## src/verilog/csp_pkg.sv

```systemverilog
package csp_pkg;

   // ************************************************************
   // register map, byte addresses on the 8-bit wishbone address
   // ************************************************************
   localparam logic [7:0] CSP_ADR_REF_SEL = 8'h00;
   localparam logic [7:0] CSP_ADR_MULT = 8'h04;
   localparam logic [7:0] CSP_ADR_DIV = 8'h08;
   localparam logic [7:0] CSP_ADR_POST = 8'h0C;
   localparam logic [7:0] CSP_ADR_PEND = 8'h10;
   // per generated clock: source at base + 8*i, prescale at base + 8*i + 4
   localparam logic [7:0] CSP_ADR_GEN_BASE = 8'h80;
   localparam logic [7:0] CSP_GEN_MASK = 8'h83;
   localparam int CSP_GEN_IDX_LSB = 3;
   localparam int CSP_GEN_PRE_BIT = 2;

   // ************************************************************
   // widths and counts
   // ************************************************************
   localparam int CSP_NUM_CLK = 16;
   localparam int CSP_NUM_FAST = 4;
   localparam int CSP_CODE_W = 6;
   localparam int CSP_ACC_W = 11;
   localparam logic [10:0] CSP_ACC_LIMIT = 11'h7C0;

   // ************************************************************
   // reset values
   // ************************************************************
   localparam logic CSP_RST_REF_SEL = 1'b0;
   localparam logic [5:0] CSP_RST_MULT = 6'h01;
   localparam logic [5:0] CSP_RST_DIV = 6'h01;
   localparam logic [1:0] CSP_RST_POST = 2'h0;
   localparam logic [1:0] CSP_RST_SRC = 2'h1;
   localparam logic [2:0] CSP_RST_PRE = 3'h0;
   localparam logic [2:0] CSP_FAST_PRE_MASK = 3'h3;

   // ************************************************************
   // clock source codes
   // ************************************************************
   typedef enum logic [1:0] {
      CSP_SRC_PLL = 2'h0,
      CSP_SRC_RC = 2'h1,
      CSP_SRC_XTAL = 2'h2,
      CSP_SRC_OFF = 2'h3
   } csp_src_t;

   // total pll divide: divider code times 2 to the power of the post code
   function automatic logic [8:0] csp_pll_div(input logic [5:0] n, input logic [1:0] post);
      return {3'h0, n} << post;
   endfunction : csp_pll_div

   // last count of a power-of-two prescaler
   function automatic logic [6:0] csp_ratio_last(input logic [2:0] pre);
      return 7'((8'h01 << pre) - 8'h01);
   endfunction : csp_ratio_last

endpackage : csp_pkg

```

## src/verilog/csp_src_if.sv

```systemverilog
`timescale 1ns/1ps
// source ticks shared by the pll and every clock divider
interface csp_src_if;
   logic pll_tick;
   logic rc_tick;
   logic xtal_tick;

   modport pll_drv (output pll_tick, input rc_tick, input xtal_tick);
   modport sink (input pll_tick, input rc_tick, input xtal_tick);
endinterface : csp_src_if

```

## src/verilog/csp_pll.sv

```systemverilog
`timescale 1ns/1ps
module csp_pll
   import csp_pkg::*;
(
   // clock and reset
   input wire logic clk_in,
   input wire logic rstn_in,
   input wire logic ce_in,
   // source ticks
   csp_src_if.pll_drv src,
   // settings
   input wire logic ref_sel_in,
   input wire logic [5:0] mult_in,
   input wire logic [5:0] div_in,
   input wire logic [1:0] post_in
);

   typedef struct packed {
      logic [10:0] acc;
      logic tick;
   } csp_pll_st_t;

   localparam csp_pll_st_t CSP_PLL_RST = '{acc: '0, tick: 1'b0};

   csp_pll_st_t st;
   csp_pll_st_t next_st;
   logic ref_tick;
   logic [8:0] dval;
   logic [10:0] dv;

   // ************************************************************
   // rate synthesis
   // ************************************************************
   // each reference edge adds the multiplier, each output tick removes
   // the total divide, so the average tick rate is ref * m / (n * od)
   assign ref_tick = ref_sel_in ? src.rc_tick : src.xtal_tick; // RULE1
   assign dval = csp_pll_div(div_in, post_in); // RULE2 RULE3
   assign dv = {2'h0, dval};

   always_comb begin
      next_st = st;
      next_st.tick = 1'b0;
      if (dval == 9'h000) begin
         next_st.acc = '0; // a zero divider stops the output
      end else begin
         if (st.acc >= dv) begin
            next_st.acc = st.acc - dv; // RULE2
            next_st.tick = 1'b1;
         end
         // saturate: above the clock rate ticks are simply lost
         if (ref_tick && st.acc < CSP_ACC_LIMIT) begin
            next_st.acc = next_st.acc + {5'h00, mult_in}; // RULE2
         end
      end
   end

   // state register
   always_ff @(posedge clk_in or negedge rstn_in) begin
      if (!rstn_in) begin
         st <= CSP_PLL_RST;
      end else if (ce_in) begin
         st <= next_st;
      end
   end

   assign src.pll_tick = st.tick;
endmodule : csp_pll

```

## src/verilog/csp_gen_div.sv

```systemverilog
`timescale 1ns/1ps
module csp_gen_div
   import csp_pkg::*;
(
   // clock and reset
   input wire logic clk_in,
   input wire logic rstn_in,
   input wire logic ce_in,
   // source ticks
   csp_src_if.sink src,
   // settings from software
   input wire logic [1:0] sel_in,
   input wire logic [2:0] pre_in,
   // outputs
   output logic clk_en_out,
   output logic pending_out
);

   typedef struct packed {
      logic [6:0] cnt;
      logic [1:0] sel;
      logic [2:0] pre;
      logic pulse;
   } csp_div_st_t;

   localparam csp_div_st_t CSP_DIV_RST =
      '{cnt: '0, sel: CSP_RST_SRC, pre: CSP_RST_PRE, pulse: 1'b0};

   csp_div_st_t st;
   csp_div_st_t next_st;
   logic tick;
   logic wrap;

   // ************************************************************
   // source select and prescaler
   // ************************************************************
   always_comb begin
      unique case (csp_src_t'(st.sel)) // RULE4
         CSP_SRC_PLL: tick = src.pll_tick;
         CSP_SRC_RC: tick = src.rc_tick;
         CSP_SRC_XTAL: tick = src.xtal_tick;
         CSP_SRC_OFF: tick = 1'b0;
      endcase
   end

   assign wrap = tick && st.cnt == csp_ratio_last(st.pre); // RULE5 RULE6

   // new settings are only taken at the end of a full output period, so a
   // change never shortens a period; a stopped clock takes them at once
   always_comb begin
      next_st = st;
      next_st.pulse = 1'b0;
      if (st.sel == CSP_SRC_OFF) begin
         next_st.sel = sel_in; // RULE7
         next_st.pre = pre_in;
         next_st.cnt = '0;
      end else if (wrap) begin
         next_st.pulse = 1'b1; // RULE5 RULE6
         next_st.cnt = '0;
         next_st.sel = sel_in; // RULE7
         next_st.pre = pre_in;
      end else if (tick) begin
         next_st.cnt = st.cnt + 7'h01;
      end
   end

   // state register
   always_ff @(posedge clk_in or negedge rstn_in) begin
      if (!rstn_in) begin
         st <= CSP_DIV_RST;
      end else if (ce_in) begin
         st <= next_st;
      end
   end

   assign clk_en_out = st.pulse;
   assign pending_out = (st.sel != sel_in) || (st.pre != pre_in);
endmodule : csp_gen_div

```

## src/verilog/csp_top.sv

```systemverilog
// How it works
// RULE1: a register picks crystal or rc oscillator as the pll reference
// RULE2: pll output rate is reference times multiplier over divider and post divider
// RULE3: post divider code k divides by two to the power k: 1, 2, 4, 8
// RULE4: every generated clock picks pll, rc or crystal through its own register
// RULE5: core bus, converter and both serial clocks prescale by 1, 2, 4, 8
// RULE6: timer, pulse width, calendar, watchdog clocks prescale by 1 to 128
// RULE7: source or prescale changes apply at period ends, never truncating a period
//
// Decided for this implementation: the Wishbone register port and the register addresses.
`timescale 1ns/1ps
module csp_top
   import csp_pkg::*;
(
   // clock, reset, enable
   input wire logic clk_in,
   input wire logic rstn_in,
   input wire logic ce_in,
   // wishbone slave
   input wire logic wb_cyc_in,
   input wire logic wb_stb_in,
   input wire logic wb_we_in,
   input wire logic [7:0] wb_adr_in,
   input wire logic [3:0] wb_sel_in,
   input wire logic [31:0] wb_dat_in,
   output logic [31:0] wb_dat_out,
   output logic wb_ack_out,
   // oscillator clocks, sampled as synchronous levels
   input wire logic crystal_osc_clock_in,
   input wire logic rc_osc_clock_in,
   // generated clocks as one-cycle enables
   output logic pll_output_tick_out,
   output logic core_bus_clock_out,
   output logic converter_clock_out,
   output logic sync_serial_clock_out,
   output logic async_serial_clock_out,
   output logic dual_timer_clock_a_out,
   output logic dual_timer_clock_b_out,
   output logic [7:0] pulse_width_clock_out,
   output logic calendar_clock_out,
   output logic watchdog_tick_clock_out
);

   typedef struct packed {
      logic ref_sel;
      logic [5:0] mult;
      logic [5:0] div;
      logic [1:0] post;
      logic [15:0][1:0] src;
      logic [15:0][2:0] pre;
      logic ack;
      logic [31:0] rdata;
      logic xtal_prev;
      logic rc_prev;
   } csp_top_st_t;

   localparam csp_top_st_t CSP_TOP_RST = '{
      ref_sel: CSP_RST_REF_SEL,
      mult: CSP_RST_MULT,
      div: CSP_RST_DIV,
      post: CSP_RST_POST,
      src: {CSP_NUM_CLK{CSP_RST_SRC}},
      pre: {CSP_NUM_CLK{CSP_RST_PRE}},
      ack: 1'b0,
      rdata: '0,
      xtal_prev: 1'b0,
      rc_prev: 1'b0
   };

   csp_top_st_t st;
   csp_top_st_t next_st;
   logic [15:0] clk_en;
   logic [15:0] pend;
   logic req;
   logic wr;
   logic [5:0] dec;
   logic [31:0] rdv;

   // oscillator and pll ticks, shared by every divider
   csp_src_if src_bus ();

   // ************************************************************
   // address decode
   // ************************************************************
   // returns {per-clock hit, prescale word, clock index}
   function automatic logic [5:0] csp_decode(input logic [7:0] adr);
      logic hit;
      hit = (adr & CSP_GEN_MASK) == CSP_ADR_GEN_BASE;
      return {hit, adr[CSP_GEN_PRE_BIT], adr[CSP_GEN_IDX_LSB +: 4]};
   endfunction : csp_decode

   assign req = wb_cyc_in && wb_stb_in;
   assign dec = csp_decode(wb_adr_in);
   // a write lands on the edge where the master sees ack
   assign wr = req && st.ack && wb_we_in && wb_sel_in[0];

   // ************************************************************
   // read mux
   // ************************************************************
   // unmapped addresses answer normally with zero data
   always_comb begin
      rdv = 32'h0000_0000;
      if (dec[5]) begin
         if (dec[4]) begin
            rdv = {29'h0, st.pre[dec[3:0]]};
         end else begin
            rdv = {30'h0, st.src[dec[3:0]]};
         end
      end else begin
         case (wb_adr_in)
            CSP_ADR_REF_SEL: rdv = {31'h0, st.ref_sel};
            CSP_ADR_MULT: rdv = {26'h0, st.mult};
            CSP_ADR_DIV: rdv = {26'h0, st.div};
            CSP_ADR_POST: rdv = {30'h0, st.post};
            CSP_ADR_PEND: rdv = {16'h0, pend};
            default: rdv = 32'h0000_0000;
         endcase
      end
   end

   // ************************************************************
   // bus slave and configuration registers
   // ************************************************************
   always_comb begin
      next_st = st;
      next_st.xtal_prev = crystal_osc_clock_in;
      next_st.rc_prev = rc_osc_clock_in;
      next_st.ack = req && !st.ack; // one wait cycle, then a single ack
      if (req && !st.ack) begin
         next_st.rdata = rdv;
      end
      if (wr) begin
         if (dec[5]) begin
            if (dec[4]) begin
               // fast clocks keep only the two low prescale bits
               if (dec[3:0] < 4'(CSP_NUM_FAST)) begin
                  next_st.pre[dec[3:0]] = wb_dat_in[2:0] & CSP_FAST_PRE_MASK; // RULE5
               end else begin
                  next_st.pre[dec[3:0]] = wb_dat_in[2:0]; // RULE6
               end
            end else begin
               next_st.src[dec[3:0]] = wb_dat_in[1:0]; // RULE4
            end
         end else begin
            case (wb_adr_in)
               CSP_ADR_REF_SEL: next_st.ref_sel = wb_dat_in[0]; // RULE1
               CSP_ADR_MULT: next_st.mult = wb_dat_in[5:0]; // RULE2
               CSP_ADR_DIV: next_st.div = wb_dat_in[5:0]; // RULE2
               CSP_ADR_POST: next_st.post = wb_dat_in[1:0]; // RULE3
               default: next_st.ref_sel = st.ref_sel;
            endcase
         end
      end
   end

   // state register
   always_ff @(posedge clk_in or negedge rstn_in) begin
      if (!rstn_in) begin
         st <= CSP_TOP_RST;
      end else if (ce_in) begin
         st <= next_st;
      end
   end

   // both bus outputs come straight from flip-flops
   assign wb_ack_out = st.ack;
   assign wb_dat_out = st.rdata;

   // ************************************************************
   // oscillator edges, pll and dividers
   // ************************************************************
   // rising-edge ticks; the oscillators must run slower than half clk_in
   assign src_bus.xtal_tick = crystal_osc_clock_in && !st.xtal_prev;
   assign src_bus.rc_tick = rc_osc_clock_in && !st.rc_prev;

   csp_pll u_pll (
      .clk_in(clk_in),
      .rstn_in(rstn_in),
      .ce_in(ce_in),
      .src(src_bus.pll_drv),
      .ref_sel_in(st.ref_sel),
      .mult_in(st.mult),
      .div_in(st.div),
      .post_in(st.post)
   );

   // one divider per generated clock, each with its own source and prescale
   for (genvar i = 0; i < CSP_NUM_CLK; i++) begin : g_div
      csp_gen_div u_div (
         .clk_in(clk_in),
         .rstn_in(rstn_in),
         .ce_in(ce_in),
         .src(src_bus.sink),
         .sel_in(st.src[i]),
         .pre_in(st.pre[i]),
         .clk_en_out(clk_en[i]),
         .pending_out(pend[i])
      );
   end

   // output mapping by clock index
   assign pll_output_tick_out = src_bus.pll_tick;
   assign core_bus_clock_out = clk_en[0];
   assign converter_clock_out = clk_en[1];
   assign sync_serial_clock_out = clk_en[2];
   assign async_serial_clock_out = clk_en[3];
   assign dual_timer_clock_a_out = clk_en[4];
   assign dual_timer_clock_b_out = clk_en[5];
   assign pulse_width_clock_out = clk_en[13:6];
   assign calendar_clock_out = clk_en[14];
   assign watchdog_tick_clock_out = clk_en[15];
endmodule : csp_top

```

## config.mk

```make
export PLATFORM = sky130hd
export DESIGN_NAME = csp_top
export DESIGN_NICKNAME = d
export VERILOG_FILES = /design/src/verilog/csp_pkg.sv /design/src/verilog/csp_src_if.sv /design/src/verilog/csp_pll.sv /design/src/verilog/csp_gen_div.sv /design/src/verilog/csp_top.sv
export SDC_FILE = /design/constraint.sdc
export NUM_CORES = 1
export LEC_CHECK = 0
export ABC_AREA = 1
export BUFFER_PORTS_ARGS = -buffer_cell sky130_fd_sc_hd__buf_4
export CORE_MARGIN = 2
export CORE_UTILIZATION = 57
export DETAILED_ROUTE_END_ITERATION = 6
export MAX_ROUTING_LAYER = met4
export PLACE_DENSITY_LB_ADDON = 0.05
export SKIP_CTS_REPAIR_TIMING = 1
export SLEW_MARGIN = 30
export SYNTH_ARGS = -nofsm -noshare
export SYNTH_HDL_FRONTEND = slang
export SYNTH_SLANG_ARGS = --single-unit
```

## constraint.sdc

```tcl
create_clock -name clk_in -period 3.7 [get_ports clk_in]
set_input_delay 0.37 -clock clk_in [delete_from_list [all_inputs] [get_ports clk_in]]
set_output_delay 0.37 -clock clk_in [all_outputs]
set_load 0.05 [all_outputs]
```

==> flow_metrics.env <==
export IMPL_end_kind="flip-flop"
export IMPL_avgRoutedWirePerCell_um=16.0
export IMPL_timing_final_setup_violations=0
export IMPL_worst_slack_ns=0.107
export IMPL_fillers=3216
export IMPL_fin_skew_ns=0.0223
export IMPL_floorplan_io_pins=102
export IMPL_timing_fmax_mhz=278
export IMPL_dp_hpwl_um=39100
export IMPL_wire_length_of_the_first_global_routing_pass_um=90700
export IMPL_regToRegStartpoint="st[115]$_DFFE_PN0P_"
export IMPL_placement_io_buffers=56
export IMPL_arrival_ns=4.03
export IMPL_layout_core_utilization=0.651
export IMPL_most_used_cells_in_the_layout_excluding_fill_and_tap_cells="859 x sky130_fd_sc_hd__nand2_1, 299 x sky130_fd_sc_hd__dfrtp_1, 276 x sky130_fd_sc_hd__inv_1"
export IMPL_tritoncts="done"
export IMPL_global_placer_s_final_weighted_congestion=0.891
export IMPL_antenna_found_initial=1
export IMPL_clock_tree_htree_level_count=2
export IMPL_detailroute_via_count=19000
export IMPL_synth_yosys_seq_area_share=0.392
export IMPL_syn_area_mm2=0.0214
export IMPL_final_max_slew_violation_count=0
export IMPL_cts_made_buffers=40
export IMPL_pin_count_of_the_biggest_net_entering_global_routing=98
export IMPL_transition_time_at_the_pin_with_the_least_slew_margin_ns=0.831
export IMPL_groute_usage_overall=0.296
export IMPL_synth_flop_cell="sky130_fd_sc_hd__dfrtp_1"
export IMPL_number_of_core_rows=70
export IMPL_finalCritPeriodShare=0.971
export IMPL_hold_slack_ns=0.0541
export IMPL_hold_path_startpoint="rc_osc_clock_in"
export IMPL_netlist_instances=2889
export IMPL_cp_start_kind="flip-flop"
export IMPL_total_leakage_power_nw=11.7
export IMPL_area_growth_synth_to_final_pct=11.9
export IMPL_finalNetCount=3047
export IMPL_firstDrtPassIters=5
export IMPL_clkSlewWorstSetupHoldPaths_ns=0.06
export IMPL_timing_critical_path_fanout_max=6
export IMPL_hold_viol_final=0
export IMPL_maxCapViolCount=0
export IMPL_drt_vias_per_instance=5.52
export IMPL_die_outline_height_um=198
export IMPL_start_util=0.582
export IMPL_worst_endpoint_required_ns=4.13
export IMPL_routed_wl_um=55000
export IMPL_layout_drive_gt1_share=0.122
export IMPL_ys_warn_count=0
export IMPL_synth_lib_cells_used_distinct=62
export IMPL_syn_avg_cell_area_um2=7.41
export IMPL_timing_worst_setup_path_type="reg -> reg"
export IMPL_holdCritPathClass="in -> reg"
export IMPL_drt_first_iter_violations=1330
export IMPL_place_ws_ns=-0.115
export IMPL_async_flop_share=1.00
export IMPL_clock_path_buffers=3
export IMPL_root_buffer="sky130_fd_sc_hd__clkbuf_16"
export IMPL_worst_skew_pair_late_latency_ns=0.56
export IMPL_synth_edf_count=0
export IMPL_floorplan_core_area_mm2=0.0368
export IMPL_number_of_global_route_vias_before_repair=18000
export IMPL_cts_sink_count=334
export IMPL_yosys_register_bits=334
export IMPL_period_needed_ns=3.59
export IMPL_ir_worst_vdd_v=0.000538
export IMPL_outcome="complete, no violations"
export IMPL_ratio_of_total_power_to_cell_area_mw_per_mm2=414
export IMPL_leading_cell_type_in_the_layout_fill_and_taps_excluded="sky130_fd_sc_hd__nand2_1"
export IMPL_worst_slew_margin_rel=0.444
export IMPL_drc_errors=0
export IMPL_beginning_of_the_critical_path="st[115]$_DFFE_PN0P_"
export IMPL_fp_dieArea_mm2=0.0391
export IMPL_drtAntennaViolNets=0
export IMPL_grt_setup_unrepaired="true"
export IMPL_fin_total_pwr_mw=9.91
export IMPL_overflow=0
export IMPL_chipWidth_um=198
==> path summary, 6_finish.rpt <==
| kind | to | slack [ns] | cells after the start |
|---|---|---|---|
| worst max-delay path | u_pll.st[8]$_DFFE_PN0P_ | 0.11 | 25 |
| min in group asynchronous | g_div[7].u_div.st[7]$_DFFE_PN0P_ | 0.45 | 2 |
| worst max register to register | u_pll.st[8]$_DFFE_PN0P_ | 0.11 | 25 |
| worst min register to register | g_div[13].u_div.st[4]$_DFFE_PN1P_ | 0.47 | 2 |
| max in group asynchronous | g_div[14].u_div.st[4]$_DFFE_PN1P_ | 2.32 | 3 |
| worst min-delay path | st[0]$_DFFE_PN0P_ | 0.05 | 3 |
==> metal layers <==
| layer | track usage | vias up | share of wire |
|---|---|---|---|
| li1 | - | 9440 | - |
| met3 | 0.0390 | 124 | 0.058 |
| met2 | 0.458 | 534 | 0.46 |
| met4 | 0.0986 | 0 | 0.029 |
| met1 | 0.405 | 8933 | 0.46 |
| met5 | - | - | 0 |
==> cell type report <==
cell class	instances	area (um2)	area share
timing repair buffer	111	930	0.0388
tap	468	586	0.0245
clock inverter	13	174	0.00726
multi-input combinational	2147	11500	0.481
sequential	334	8400	0.351
clock buffer	59	1170	0.0490
antenna	1	2.50	0.000104
inverter	312	1170	0.0489
==> cells by family (layout without fill, tap and decap cells) <==
family / after synthesis / after routing / synth area share
xor gates and xnor gates: 227 / 227 / 0.0935
and+or+nand+nor: 1413 / 1413 / 0.282
other: 1 / 17 / 0.000175
DFF: 334 / 334 / 0.392
buffers and inverters: 423 / 495 / 0.0855
adders and majority gates: 49 / 49 / 0.0293
AOI/OAI and AO/OA: 442 / 442 / 0.117
==> synthesized netlist by cell type, types with 3 or more instances <==
cell	instances	area, um2
sky130_fd_sc_hd__nor3_4	3	48.8
sky130_fd_sc_hd__a21oi_1	55	275
sky130_fd_sc_hd__and3_1	3	18.8
sky130_fd_sc_hd__or2_2	7	43.8
sky130_fd_sc_hd__a21boi_1	3	22.5
sky130_fd_sc_hd__or2_1	5	31.3
sky130_fd_sc_hd__a22o_1	3	26.3
sky130_fd_sc_hd__a221oi_1	8	70.1
sky130_fd_sc_hd__a31oi_1	4	25.0
sky130_fd_sc_hd__inv_1	280	1050
sky130_fd_sc_hd__xor2_1	143	1250
sky130_fd_sc_hd__a22oi_1	21	158
sky130_fd_sc_hd__o21ai_0	186	931
sky130_fd_sc_hd__a21oi_2	3	26.3
sky130_fd_sc_hd__nor4_1	3	18.8
sky130_fd_sc_hd__nand2_2	32	200
sky130_fd_sc_hd__dfrtp_1	300	7510
sky130_fd_sc_hd__o22ai_1	38	238
sky130_fd_sc_hd__o221ai_1	3	26.3
sky130_fd_sc_hd__nor2_2	7	43.8
sky130_fd_sc_hd__or2_0	4	25.0
sky130_fd_sc_hd__xnor2_1	83	727
sky130_fd_sc_hd__dfstp_2	34	893
sky130_fd_sc_hd__buf_4	50	375
sky130_fd_sc_hd__o311ai_1	3	26.3
sky130_fd_sc_hd__nand2_4	6	67.6
sky130_fd_sc_hd__o41ai_1	4	35.0
sky130_fd_sc_hd__nand2_1	875	3280
sky130_fd_sc_hd__ha_1	47	588
sky130_fd_sc_hd__clkbuf_1	26	97.6
sky130_fd_sc_hd__nand3b_1	12	90.1
sky130_fd_sc_hd__nor2_1	171	642
sky130_fd_sc_hd__o31ai_1	6	45.0
sky130_fd_sc_hd__nand4_1	33	206
sky130_fd_sc_hd__o211ai_1	12	90.1
sky130_fd_sc_hd__nor3_1	32	160
sky130_fd_sc_hd__buf_2	31	155
sky130_fd_sc_hd__o21ai_1	78	390
sky130_fd_sc_hd__inv_2	31	116
sky130_fd_sc_hd__o21ai_2	5	43.8
sky130_fd_sc_hd__nand3_1	208	1040
==> worst max-delay path, cell delays in order, from the launching register on <==
cell and delay [ns]:
sky130_fd_sc_hd__dfrtp_2 0.45, sky130_fd_sc_hd__buf_6 0.15, sky130_fd_sc_hd__nand2_2 0.07, sky130_fd_sc_hd__nand2_1 0.07, sky130_fd_sc_hd__o21ai_2 0.24, sky130_fd_sc_hd__ha_4 0.26
sky130_fd_sc_hd__a21oi_2 0.13, sky130_fd_sc_hd__nand2_2 0.08, sky130_fd_sc_hd__nand2_2 0.08, sky130_fd_sc_hd__nand2_2 0.07, sky130_fd_sc_hd__nand2_2 0.12, sky130_fd_sc_hd__nand2_4 0.08
sky130_fd_sc_hd__buf_8 0.14, sky130_fd_sc_hd__nand2_2 0.05, sky130_fd_sc_hd__o21ai_2 0.06, sky130_fd_sc_hd__buf_6 0.12, sky130_fd_sc_hd__ha_4 0.26, sky130_fd_sc_hd__nand4_1 0.08
sky130_fd_sc_hd__o211ai_1 0.26, sky130_fd_sc_hd__nand2_1 0.11, sky130_fd_sc_hd__nand2_2 0.08, sky130_fd_sc_hd__nand2_2 0.05, sky130_fd_sc_hd__nor2_4 0.17, sky130_fd_sc_hd__a21oi_2 0.08
sky130_fd_sc_hd__o21ai_1 0.12, sky130_fd_sc_hd__nand2_1 0.07
==> sequential cells by signal (all words and copies together), names as in the netlist, named ones only <==
name and flops:
g_div.u_div.st 192, st 65, wb_ack_out 1, u_pll.src.pll_tick 1
g_div.u_div.clk_en_out 16, u_pll.st 11, wb_dat_out 16
==> power breakdown <==
| group | switching [mW] | total [mW] | internal (mW) |
|---|---|---|---|
| combinational | 0.994 | 1.66 | 0.671 |
| sequential | 0.311 | 4.19 | 3.88 |
| clock | 1.58 | 4.06 | 2.48 |
==> stage by stage <==
stage / instance area [um2] / TNS, ns / instances
after CTS: 23500 / -0.530 / 3433
final: 23900 / 0 / 3445
after global routing: 23900 / -0.339 / 3445
after detailed placement: 22200 / -0.380 / 3361
after floorplan: 21500 / 0 / 2904
after global placement: 22200 / -0.158 / 3361
(Power assumes the default switching activity.)
